<file path="src/rtl/mdb_consts.svh">
// constants of the module disable bank: offsets, write masks, reset values, field positions
// assumes a 12-bit byte address on the register port
`ifndef MDB_CONSTS_SVH
`define MDB_CONSTS_SVH

`define MDB_ADDR_W 12
`define MDB_DATA_W 8
`define MDB_NUM_REGS 5
`define MDB_N_PERIPH 34

`define MDB_OFF_CTRL_1 12'h064
`define MDB_OFF_CTRL_2 12'h065
`define MDB_OFF_CTRL_3 12'h066
`define MDB_OFF_CTRL_4 12'h067
`define MDB_OFF_CTRL_5 12'h068

`define MDB_IDX_CTRL_1 3'h0
`define MDB_IDX_CTRL_2 3'h1
`define MDB_IDX_CTRL_3 3'h2
`define MDB_IDX_CTRL_4 3'h3
`define MDB_IDX_CTRL_5 3'h4

`define MDB_RST_VAL 8'h00
`define MDB_WMASK_CTRL_1 8'h7F
`define MDB_WMASK_CTRL_2 8'hFF
`define MDB_WMASK_CTRL_3 8'hFF
`define MDB_WMASK_CTRL_4 8'hFF
`define MDB_WMASK_CTRL_5 8'h07

`define MDB_BIT_ZERO_CROSS 6
`define MDB_BIT_SIG_MEASURE 5
`define MDB_BIT_CAPCMP 7
`define MDB_BIT_WAVEGEN 6
`define MDB_BIT_SIGMOD 5
`define MDB_BIT_NCO 4
`define MDB_BIT_CLKTUNE 3
`define MDB_BIT_CONV_A 2
`define MDB_BIT_ADC 1
`define MDB_BIT_CMP_TWO 0
`define MDB_BIT_SPI_TWO 5
`define MDB_BIT_SPI_ONE 4
`define MDB_BIT_I2C_ONE 3
`define MDB_BIT_PWM_THREE 2
`define MDB_BIT_PWM_TWO 1
`define MDB_BIT_PWM_ONE 0
`define MDB_BIT_SERIAL_THREE 0
`define MDB_BIT_OP_AMP 2
`define MDB_BIT_CONV_B 1
`define MDB_BIT_DMA_FOUR 0

`endif

</file>
<file path="src/rtl/mdb_pkg.sv">
// types of the module disable bank
// widths come from mdb_consts.svh
`include "mdb_consts.svh"

package mdb_pkg;

  typedef logic [`MDB_ADDR_W-1:0] mdb_addr_t;
  typedef logic [`MDB_DATA_W-1:0] mdb_byte_t;

  // one register-port request
  typedef struct packed {
    logic wr;
    logic rd;
    mdb_addr_t addr;
    mdb_byte_t wdata;
  } mdb_req_t;

  // named disable outputs
  typedef struct packed {
    logic zero_cross_off;
    logic signal_measure_timer_off;
    logic [4:0] timer_n_off;
    logic capture_compare_off;
    logic waveform_gen_off;
    logic signal_modulator_off;
    logic num_ctrl_osc_off;
    logic clock_tuning_off;
    logic converter_a_off;
    logic adc_off;
    logic comparator_two_off;
    logic [1:0] serial_port_n_off;
    logic spi_two_off;
    logic spi_one_off;
    logic i2c_one_off;
    logic pulse_mod_three_off;
    logic pulse_mod_two_off;
    logic pulse_mod_one_off;
    logic [3:0] dma_channel_n_off;
    logic [3:0] logic_cell_n_off;
    logic serial_port_three_off;
    logic op_amp_off;
    logic converter_b_off;
  } mdb_off_t;

  // peripheral register access coming from the peripheral side
  typedef struct packed {
    logic we;
    mdb_byte_t rdata;
  } mdb_sfr_t;

  // gated controls toward one peripheral
  typedef struct packed {
    logic rst;
    logic out_en;
    logic we;
    mdb_byte_t rdata;
  } mdb_gate_t;

endpackage : mdb_pkg

</file>
<file path="src/rtl/mdb_gate.sv">
// per-peripheral gate: reset hold, output enable, register write block and read masking
// assumes the disable level comes from the bank flip-flops in the same clock domain
`timescale 1ns/100ps
`include "mdb_consts.svh"

module mdb_gate
  import mdb_pkg::*;
(
  // clock and reset
  input wire logic mclk,
  input wire logic rst,
  // disable level
  input wire logic off,
  // peripheral side
  input wire mdb_sfr_t sfr,
  output mdb_gate_t gate
);

  logic hold_r;
  logic blocked;

  // held in reset from the cycle after disable to the cycle after re-enable; system reset sets the hold until the first clock edge after its release
  always_ff @(posedge mclk or posedge rst) begin
    if (rst) begin
      hold_r <= 1'b1;
    end else begin
      hold_r <= off;
    end
  end

  // access stays blocked until the held reset has been released
  assign blocked = off | hold_r;
  assign gate.rst = hold_r;
  assign gate.out_en = ~off;
  assign gate.we = sfr.we & ~blocked;
  assign gate.rdata = blocked ? `MDB_RST_VAL : sfr.rdata;
endmodule : mdb_gate

</file>
<file path="src/rtl/mdb_bank.sv">
// module disable bank: five control registers whose set bits switch off peripherals
// assumes one-cycle write and read strobes on a plain register port, read data the cycle after
`timescale 1ns/100ps
`include "mdb_consts.svh"

// How it works
// - one means off, zero means on
// - second register bit 6 kills zero-cross
// - zero-cross off also depends on configuration
// - second register bit 5 kills measure timer
// - bits 4..0 kill timers 4..0
// - third register: compare, wavegen, modulator, converters
// - fourth register: serial, SPI, I2C, PWM
// - fifth register: DMA, logic cells, serial three
// - sixth register: op-amp, converter B, DMA four
// - third to fifth fully read/write, reset zero
// - any system reset clears every bit
// - disabled peripheral held reset, blocked, reads zero
// - re-enabled peripheral restarts from reset values
module mdb_bank
  import mdb_pkg::*;
(
  // clock and reset
  input wire logic mclk,
  input wire logic rst,
  // register port
  input wire mdb_req_t req,
  output mdb_byte_t rdata,
  // configuration: keeps the zero-cross detector on whatever software writes
  input wire logic zcd_always_on,
  // named disable levels
  output mdb_off_t off,
  // per-peripheral access gating, index order low register low bit first
  input wire mdb_sfr_t [`MDB_N_PERIPH-1:0] sfr,
  output mdb_gate_t [`MDB_N_PERIPH-1:0] gate
);

  localparam mdb_byte_t WMASK [0:`MDB_NUM_REGS-1] = '{
    `MDB_WMASK_CTRL_1,
    `MDB_WMASK_CTRL_2,
    `MDB_WMASK_CTRL_3,
    `MDB_WMASK_CTRL_4,
    `MDB_WMASK_CTRL_5
  };

  mdb_byte_t ctrl_r [0:`MDB_NUM_REGS-1];
  mdb_byte_t rdata_r;
  mdb_byte_t rdata_nxt;
  mdb_addr_t rel;
  logic [2:0] idx;
  logic hit;
  logic wr_hit;
  logic rd_hit;
  mdb_byte_t wr_val;
  mdb_byte_t rd_val;
  mdb_byte_t ctrl_1;
  mdb_byte_t ctrl_2;
  mdb_byte_t ctrl_3;
  mdb_byte_t ctrl_4;
  mdb_byte_t ctrl_5;
  logic zero_cross_eff;
  logic [`MDB_N_PERIPH-1:0] off_vec;

  // address decode
  assign rel = req.addr - `MDB_OFF_CTRL_1;
  assign hit = (rel < mdb_addr_t'(`MDB_NUM_REGS));
  assign idx = rel[2:0];
  assign wr_hit = req.wr & hit;
  assign rd_hit = req.rd & hit;
  // bits without a function are dropped on the way in
  assign wr_val = req.wdata & WMASK[idx];
  assign rd_val = hit ? ctrl_r[idx] : `MDB_RST_VAL;
  // read data stand only in the cycle after the strobe
  assign rdata_nxt = req.rd ? rd_val : `MDB_RST_VAL;

  // register storage
  always_ff @(posedge mclk or posedge rst) begin
    if (rst) begin
      for (int i = 0; i < `MDB_NUM_REGS; i++) begin
        ctrl_r[i] <= `MDB_RST_VAL;
      end
    end else if (wr_hit) begin
      ctrl_r[idx] <= wr_val;
    end
  end

  always_ff @(posedge mclk or posedge rst) begin
    if (rst) begin
      rdata_r <= `MDB_RST_VAL;
    end else begin
      rdata_r <= rdata_nxt;
    end
  end

  assign rdata = rdata_r;

  assign ctrl_1 = ctrl_r[`MDB_IDX_CTRL_1];
  assign ctrl_2 = ctrl_r[`MDB_IDX_CTRL_2];
  assign ctrl_3 = ctrl_r[`MDB_IDX_CTRL_3];
  assign ctrl_4 = ctrl_r[`MDB_IDX_CTRL_4];
  assign ctrl_5 = ctrl_r[`MDB_IDX_CTRL_5];

  // configuration override of the zero-cross detector
  assign zero_cross_eff = ctrl_1[`MDB_BIT_ZERO_CROSS] & ~zcd_always_on;

  // named outputs
  assign off.zero_cross_off = zero_cross_eff;
  assign off.signal_measure_timer_off = ctrl_1[`MDB_BIT_SIG_MEASURE];
  assign off.timer_n_off = ctrl_1[4:0];
  assign off.capture_compare_off = ctrl_2[`MDB_BIT_CAPCMP];
  assign off.waveform_gen_off = ctrl_2[`MDB_BIT_WAVEGEN];
  assign off.signal_modulator_off = ctrl_2[`MDB_BIT_SIGMOD];
  assign off.num_ctrl_osc_off = ctrl_2[`MDB_BIT_NCO];
  assign off.clock_tuning_off = ctrl_2[`MDB_BIT_CLKTUNE];
  assign off.converter_a_off = ctrl_2[`MDB_BIT_CONV_A];
  assign off.adc_off = ctrl_2[`MDB_BIT_ADC];
  assign off.comparator_two_off = ctrl_2[`MDB_BIT_CMP_TWO];
  assign off.serial_port_n_off = ctrl_3[7:6];
  assign off.spi_two_off = ctrl_3[`MDB_BIT_SPI_TWO];
  assign off.spi_one_off = ctrl_3[`MDB_BIT_SPI_ONE];
  assign off.i2c_one_off = ctrl_3[`MDB_BIT_I2C_ONE];
  assign off.pulse_mod_three_off = ctrl_3[`MDB_BIT_PWM_THREE];
  assign off.pulse_mod_two_off = ctrl_3[`MDB_BIT_PWM_TWO];
  assign off.pulse_mod_one_off = ctrl_3[`MDB_BIT_PWM_ONE];
  // channel four lives in the sixth register, channels three to one here
  assign off.dma_channel_n_off = {ctrl_5[`MDB_BIT_DMA_FOUR], ctrl_4[7:5]};
  assign off.logic_cell_n_off = ctrl_4[4:1];
  assign off.serial_port_three_off = ctrl_4[`MDB_BIT_SERIAL_THREE];
  assign off.op_amp_off = ctrl_5[`MDB_BIT_OP_AMP];
  assign off.converter_b_off = ctrl_5[`MDB_BIT_CONV_B];

  // flat disable vector feeding the gates
  assign off_vec = {ctrl_5[2:0], ctrl_4, ctrl_3, ctrl_2, zero_cross_eff, ctrl_1[5:0]};

  genvar g;
  generate
    for (g = 0; g < `MDB_N_PERIPH; g++) begin : g_gate
      mdb_gate u_gate (
        .mclk(mclk),
        .rst(rst),
        .off(off_vec[g]),
        .sfr(sfr[g]),
        .gate(gate[g])
      );
    end
  endgenerate
endmodule : mdb_bank

</file>
<file path="config.mk">
export PLATFORM = sky130hd
export DESIGN_NAME = mdb_bank
export DESIGN_NICKNAME = d
export VERILOG_FILES = /design/src/rtl/mdb_pkg.sv /design/src/rtl/mdb_gate.sv /design/src/rtl/mdb_bank.sv
export VERILOG_INCLUDE_DIRS = /design/src /design/src/rtl
export SDC_FILE = /design/constraint.sdc
export NUM_CORES = 1
export LEC_CHECK = 0
export BUFFER_PORTS_ARGS = -buffer_cell sky130_fd_sc_hd__buf_2
export CAP_MARGIN = 5
export CORE_AREA = 2 2 292 294
export CTS_CLUSTER_SIZE = 20
export DETAILED_ROUTE_END_ITERATION = 8
export DIE_AREA = 0 0 294 296
export SLEW_MARGIN = 20
export SYNTH_ARGS = -nofsm -noshare
export SYNTH_HDL_FRONTEND = slang
export SYNTH_HIERARCHICAL = 1
export SYNTH_SLANG_ARGS = --single-unit
export TNS_END_PERCENT = 100
</file>
<file path="constraint.sdc">
create_clock -name mclk -period 1.55 [get_ports mclk]
set_input_delay 0.155 -clock mclk [delete_from_list [all_inputs] [get_ports mclk]]
set_output_delay 0.155 -clock mclk [all_outputs]
set_load 0.01 [all_outputs]
</file>
* Word level (Yosys, flattened, before mapping) *
Memories as Yosys holds them, arrays and structs flattened.
Index checks and enable logic that the tools add are counted.

storage, ports and cells
  bits in registers = 82
  memories = 1
  output and inout port bits = 416
  word-level logic and storage cells = 231
  ROM bits = 64

cells by class
  reduce and logical (&&, ||, !) cells = 1
  add/subtract/negate cells = 1
  bitwise logic cells = 141
  muxes and demuxes = 44
  $lt $le $gt $ge = 3

memory list
  name              words  bits a word  read ports  clocked after memory_dff  write ports  line            text
  (name not given)  8      8            1           0                         0            mdb_bank.sv:71  assign wr_val = req.wdata & WMASK[idx];

operators with widths
  kind                                                                            count
  8-bit 2-to-1 mux                                                                41
  1-bit inverter                                                                  69
  40-bit bitwise mux                                                              1
  1-bit AND                                                                       36
  1-bit bitwise OR                                                                34
  8-bit binary-select mux with 3-bit select                                       1
  8-bit demux with 3-bit select                                                   1
  12-bit by 3-bit less-than comparator with 1-bit output (second input constant)  1
  12-bit by 7-bit subtractor with 12-bit output (second input constant)           1
  8-bit AND                                                                       1
  4-bit greater-or-equal comparator (second input constant)                       1
  4-bit by 1-bit less-than comparator with 1-bit output (second input constant)   1
  3-bit inverter with 4-bit output                                                1
  1-bit logical AND                                                               1

* Logic depth before layout (Yosys ltp) *
Gate-level depths: netlist of run 1.

  depth after elaboration = 7
  gate-level depth with buffers = 7
  mapped depth without buffers = 6

* Hierarchy *
The synthesis of run 1 kept the hierarchy.

by module, submodules not included
  module    area each (µm²)  cells each  instances
  mdb_gate  176.4            15          34
  mdb_bank  2337.2           189         1

* Worst setup path before layout of run 1 *
OpenSTA, ideal clock, no wires.

  kind = input port to flip-flop
  start point = input port req[10] (netlist name)
  end point = register ctrl_r, in the netlist ctrl_3[0]
  cell stages on the path = 7
  data arrival time = 2104 ps
  path slack = -678 ps
  path through = clkbuf_1 > inv_1 > ha_1 > xnor2_1 > nand4_2 > nor4_4 > mux2_2

on the way
  cells in the longest elaborated chain, start to end = 7

ends and longest elaborated chain
  item                                                                                   line                            text
  start, declared                                                                        mdb_bank.sv:27                  input wire mdb_req_t req,
  12-bit by 7-bit subtractor with 12-bit output (no source line) (*)                     -
  3-bit inverter with 4-bit output (implied by the code)                                 mdb_bank.sv:71, mdb_bank.sv:83
  4-bit greater-or-equal comparator (implied by the code), or another cell as far along  mdb_bank.sv:83                  ctrl_r[idx] <= wr_val;
  1-bit logical AND (implied by the code) / 8-bit 2-to-1 mux (equally long branches)     mdb_bank.sv:83, mdb_bank.sv:71
  8-bit 2-to-1 mux (on tied branches)                                                    mdb_bank.sv:83, mdb_bank.sv:71
  8-bit demux with 3-bit select / 8-bit AND (equally long branches)                      mdb_bank.sv:83, mdb_bank.sv:71
  40-bit bitwise mux                                                                     mdb_bank.sv:83
  end signal, assigned by index                                                          mdb_bank.sv:80                  ctrl_r[i] <= `MDB_RST_VAL;
  end signal, assigned by index                                                          mdb_bank.sv:83
  end, declared                                                                          mdb_bank.sv:46                  mdb_byte_t ctrl_r [0:`MDB_NUM_REGS-1];

Mark *: on every way between the ends. The rest lies on a longest branch, timed or not. The select of a mux whose other input is x is not followed.
A chain may end at the register's enable or synchronous reset.

==> results of run 1 <==
-- cell type report --
cell class	count	area [um2]
fill	9363	69800
multi-input combinational	424	5220
timing repair buffer	846	5030
sequential	82	2150
tap	1090	1360
inverter	73	282
clock buffer	9	225
clock inverter	7	124
antenna	14	35.0
-- synth_stat cells, drive strengths merged --
master | number | area, um2
o22ai | 3 | 18.8
o21ai | 3 | 15.0
dfrtp | 48 | 1200
nand2b | 1 | 6.26
a22oi | 4 | 30.0
ha | 2 | 25.0
and4 | 1 | 8.76
nand4 | 1 | 12.5
nor3 | 7 | 35.0
nand3 | 1 | 5.00
clkbuf | 7 | 26.3
mux2i | 5 | 50.1
nor2 | 1 | 3.75
a2bb2oi | 1 | 8.76
nand2 | 7 | 26.3
mux2 | 35 | 398
dfstp | 34 | 893
or3b | 1 | 8.76
a211oi | 5 | 37.5
nor3b | 307 | 3840
o22a | 4 | 35.0
xnor2 | 1 | 8.76
inv | 73 | 274
nor2b | 6 | 37.5
and2 | 9 | 56.3
nand4b | 1 | 8.76
nor4 | 7 | 104
a21oi | 8 | 40.0
buf | 113 | 1100
a22o | 2 | 17.5
nand3b | 1 | 7.51
-- logic make-up (layout without fill, tap and decap cells) --
group / after synthesis / in the layout / synth area share
AND/OR/NAND/NOR: 351 / 351 / 0.499
buffers and inverters: 193 / 935 / 0.168
flip-flops: 82 / 82 / 0.251
multiplexers: 40 / 40 / 0.0537
AO/OA/AOI/OAI: 30 / 30 / 0.0243
adder cells (fa/ha/maj): 2 / 2 / 0.00300
XOR/XNOR: 1 / 1 / 0.00105
other: 0 / 14 / 0
-- report_power, final --
group / internal (uW) / leakage, uW / switching, uW / total, uW
sequential: 2150 / 0.00101 / 15.6 / 2170
clock: 1600 / 0.000167 / 1230 / 2830
combinational: 1080 / 0.00612 / 870 / 1950
-- worst paths after layout --
| path | endpoint | slack, ns |
|---|---|---|
| worst min-delay path | ctrl_1[6] | 0.05 |
| min in group asynchronous | ctrl_2[0] | 0.36 |
| worst min register to register | ctrl_5[7] | 0.49 |
| worst max-delay path | gate[67] | -0.09 |
| max in group asynchronous | ctrl_4[4] | 0.72 |
| worst max register to register | rdata[1] | 0.33 |
-- registers in the layout (all words and copies together) (netlist names) --
register	flops
ctrl_2	8
ctrl_5	8
ctrl_3	8
ctrl_4	8
g_gate.u_gate/hold_r	34
ctrl_1	8
rdata	8
-- metrics by stage --
step                utilization  setup slack, ns  hold WS, ns  power [uW]  cell area (um2)
finish                    0.171          -0.0869       0.0497        6940            14400
global route              0.171           -0.141       0.0253        7350            14400
CTS                       0.168           -0.122      0.00160        7150            14200
detailed placement        0.157           -0.518        0.228        4070            13200
global placement          0.157           -0.525        0.229        4060            13200
floorplan                     -           -0.396       0.0447        3100             8510
-- routing by layer --
metal | vias up | share of wire | GRT usage
met5 | - | 0.00088 | 0
met2 | 494 | 0.47 | 0.151
li1 | 3848 | - | -
met4 | 6 | 0.035 | 0.0453
met3 | 65 | 0.089 | 0.0286
met1 | 3878 | 0.41 | 0.112
-- worst max-delay path, delay by kind of cell (launching register included) --
family / cells / cell delay (ns)
AND/OR/NAND/NOR: 2 / 0.32
flip-flops: 1 / 0.48
buffers and inverters: 2 / 0.29
-- what timing repair did --
action | 4_1_cts | 5_1_grt
hold buffers | 2 | 0
hold endpoints to repair | 15 | 0
endpoints found under the setup margin | 156 | 98
resized for setup | 81 | 38
buffers inserted | 29 | 13
pin swaps | 10 | 17
==> results_dict.tcl, run 1 <==
set metrics [dict create \
    status "complete, but fails checks" \
    violations "setup timing" \
    final_cell_mix "buf_2 (726), nor3b_2 (273), inv_1 (71), buf_4 (61), dfrtp_1 (35)" \
    synth_warnings 6 \
    dieArea_um2 87000 \
    slew_violations 0 \
    fin_cells 2545 \
    ys_seq_area_frac 0.251 \
    rsz0062_at_grt "true" \
    clk_pin_slew_ns 0.07 \
    first_pass_iters 4 \
    tns_ns -0.684 \
    ys_seq_elements 82 \
    grt_pass1_vias 7715 \
    cp.required_ns 1.39 \
    die_height_um 296 \
    setup-violations-final 12 \
    fin_worst_skew_ns 0.0154 \
    end_kind "output pin" \
    final_common_cell "buf_2" \
    layout-drive-gt1-share 0.876 \
    cp_slowest_stage_delay_ns 0.48 \
    drv_cap 0 \
    power_density_nw_per_um2 481 \
    max_freq_ghz 0.611 \
    io_pins 747 \
    rows 107 \
    avgSynthCellArea_um2 11.9 \
    gp_congestion 0.842 \
    route.detailed.drc 0 \
    io_buffers 746 \
    cts.path.max_buffers 2 \
    synthDistinctLibCells 37 \
    synthesis.area_um2 8340 \
    setup_slack_ns -0.0869 \
    hp-start "req[6]" \
    grt-ovfl-total 0 \
    slowest_stage "dfrtp_2" \
    r2r_start "ctrl_3[1]" \
    drt_wl_total_mm 44.1 \
    crit_start "ctrl_1[6]" \
    layout_min_cycle_time_ns 1.64 \
    worst_pin_slew_ns 0.556 \
    antenna_found_initial 22 \
    syn_to_final_growth_pct 73.1 \
    ctsRootBufferMaster "clkbuf_16" \
    htree_levels 3 \
    crit_chain "nor2b_4 -> buf_12 -> nor3b_2 -> buf_2" \
    critPathLaunchType "flip-flop" \
    clk_latency_ns 0.38 \
    nNetsFinal 1769 \
    irDropWorstVdd_mv 0.494 \
    cts_tree "done" \
    relSlewSlack 0.629 \
    cp.arrival_ns 1.48 \
    grtUsageTotal 0.0932 \
    min_path_type "in2reg" \
    routed_via_density 3.26 \
    syn_nets 1032 \
    wire_per_inst_um 17.3 \
    placed_cells 2473 \
    hold_viol 0 \
    drtAntennaViolNets 0 \
    initial_core_util 0.0990 \
    grt_max_degree 35 \
    cts_buffers 9 \
    crit_type "reg2out" \
    dp_hpwl_mm 36.4 \
    worst_r2r_path_depth 4 \
    cp_max_fo 12 \
    drt_iter0_markers 392 \
    hold-path-cell-count 2 \
    grt_pass1_wl_mm 56.4 \
    clock-sinks 82 \
    vias 8291 \
    power_leakage_uw 0.00729 \
    die_width_um 294 \
    fin_crit_sh 1.06 \
    core_area_um2 84200 \
    syn_inst 699 \
]
No activity file was read; power rests on OpenSTA's default activity.
==> inputs of run 2 (changes only) <==
--- a/config.mk
+++ b/config.mk
@@ -8,10 +8,11 @@
 export LEC_CHECK = 0
 export BUFFER_PORTS_ARGS = -buffer_cell sky130_fd_sc_hd__buf_2
 export CAP_MARGIN = 5
-export CORE_AREA = 2 2 292 294
+export CORE_AREA = 5 5 287 289
 export CTS_CLUSTER_SIZE = 20
 export DETAILED_ROUTE_END_ITERATION = 8
-export DIE_AREA = 0 0 294 296
+export DIE_AREA = 0 0 292 294
+export SKIP_LAST_GASP = 1
 export SLEW_MARGIN = 20
 export SYNTH_ARGS = -nofsm -noshare
 export SYNTH_HDL_FRONTEND = slang
==> run 2 against run 1 <==
The flow still finishes with violations (setup timing); clock-buffer cell count is the same; worst setup slack gained 0.019 ns; non-clock buffer count grew 6; via count grew 0.27%; register-to-register slack lost 0.27 ns; worst hold slack is essentially flat; routed wire length grew 3.6%; largest power group unchanged.
==> results_dict.tcl, run 2 (synthesized netlist as in run 1, its figures left out) <==
set metrics [dict create \
    status "complete, but fails checks" \
    violations "setup timing" \
    min_to "ctrl_1[5]" \
    fin_crit_sh 1.04 \
    die_height_um 294 \
    p_total_uw 6450 \
    drv_cap 0 \
    nNetsFinal 1775 \
    slew_violations 0 \
    antenna_found_initial 12 \
    grt_max_degree 39 \
    timing.rr.end "rdata[5]" \
    core_area_um2 79600 \
    rows 104 \
    grtUsageTotal 0.0964 \
    drt_iter0_markers 315 \
    cp.required_ns 1.39 \
    io_pins 747 \
    cp_max_fo 7 \
    die_width_um 292 \
    drt_wl_total_mm 45.7 \
    setup-violations-final 43 \
    clock-sinks 82 \
    cp.arrival_ns 1.46 \
    initial_core_util 0.105 \
    largest_register_ffs 34 \
    critPathLaunchType "flip-flop" \
    dp_hpwl_mm 36.8 \
    crit_type "reg2out" \
    hold_viol 0 \
    end_kind "output pin" \
    dieArea_um2 85800 \
    rsz0062_at_grt "true" \
    cts_tree "done" \
    grt_pass1_wl_mm 60.7 \
    diodes 0 \
    htree_levels 3 \
    syn_to_final_growth_pct 71.6 \
    ctsRootBufferMaster "clkbuf_16" \
    hp-start "req[5]" \
    cts.path.max_buffers 2 \
    worst_pin_slew_ns 0.525 \
    max_freq_ghz 0.618 \
    routed_via_density 3.32 \
    vias 8313 \
    cts_buffers 9 \
    power_leakage_uw 0.00730 \
    layout-drive-gt1-share 0.876 \
    setup_slack_ns -0.0680 \
    final_cell_mix "buf_2 (738), nor3b_2 (281), inv_1 (68), buf_4 (50), dfrtp_1 (40)" \
    first_pass_iters 4 \
    fin_worst_skew_ns 0.0164 \
    hold-path-cell-count 2 \
    grt_pass1_vias 8506 \
    r2r_slack_ns 0.06 \
    wire_per_inst_um 18.2 \
    layout_min_cycle_time_ns 1.62 \
    final_common_cell "buf_2" \
    io_buffers 746 \
    worst_r2r_path_depth 6 \
    regMostFlops "g_gate.u_gate/hold_r" \
    r2r_start "ctrl_2[5]" \
    route.detailed.drc 0 \
    gp_congestion 0.886 \
    drtAntennaViolNets 0 \
    relSlewSlack 0.650 \
    min_path_type "in2reg" \
    post-place-ws_ns -0.447 \
    clk_pin_slew_ns 0.08 \
    power_density_nw_per_um2 451 \
    grt-ovfl-total 0 \
    clk_latency_ns 0.38 \
    irDropWorstVdd_mv 0.445 \
]
run 2: cell types whose count changed in the layout (fill, tap and decap cells not counted), moves of 8 or more:
cell | before | now
buf_4 | 61 | 50
nor3b_4 | 33 | 25
buf_2 | 726 | 738
diode_2 | 14 | 0
dfstp_2 | 24 | 16
dfstp_4 | 10 | 18
nor3b_2 | 273 | 281
run 2: per-layer routing:
layer / part of all wire / up-vias / GRT usage
li1: - / 3850 / -
met1: 0.40 / 3909 / 0.116
met2: 0.49 / 508 / 0.165
met3: 0.092 / 42 / 0.0337
met4: 0.018 / 4 / 0.0240
met5: 0.00059 / - / 0
run 2: worst max path at each step:
stage | start | end | depth (start not counted)
after floorplan | req[10] | ctrl_2[0] | 7
after global placement | req[13] | ctrl_4[7] | 7
after CTS | ctrl_1[6] | gate[70] | 4
final | ctrl_5[2] | gate[364] | 4
after global routing | ctrl_1[6] | gate[70] | 4
after detailed placement | req[13] | ctrl_4[6] | 7
run 2: through the flow:
stage               setup TNS [ns]  utilization  area, um2  instances  hold slack, ns
global route                 -6.50        0.180      14300       2507          0.0253
CTS                          -3.69        0.175      14000       2497          0.0194
floorplan                   -11.26            -       8510        699          0.0447
finish                       -1.10        0.180      14300       2507          0.0494
global placement            -11.97        0.165      13200       2444           0.126
detailed placement          -12.61        0.165      13200       2444           0.142
run 2: repair_timing:
item | 4_1_cts | 5_1_grt
setup buffers | 37 | 10
pin swaps | 10 | 27
endpoints found under the hold margin | 10 | 0
hold buffers | 1 | 0
resized for setup | 44 | 64
cloned | 0 | 0
endpoints found under the setup margin | 81 | 136
run 2: worst max-delay path: stages, from the launching register on:
cell	delay, ns
dfrtp_1	0.41
buf_12	0.16
buf_12	0.15
nor3b_2	0.18
buf_2	0.17
run 2: where the power goes:
part           switching (uW)  internal, uW
logic                     870          1050
registers                16.5          2150
clock network            1220          1150
total                    2100          4350
run 2: final cells by class:
class                      count  area [um2]
multi-input combinational    424        5180
timing repair buffer         852        5040
clock buffer                   9         225
sequential                    82        2180
tap                         1060        1330
clock inverter                 7        76.3
fill                        8801       65300
inverter                      73         284
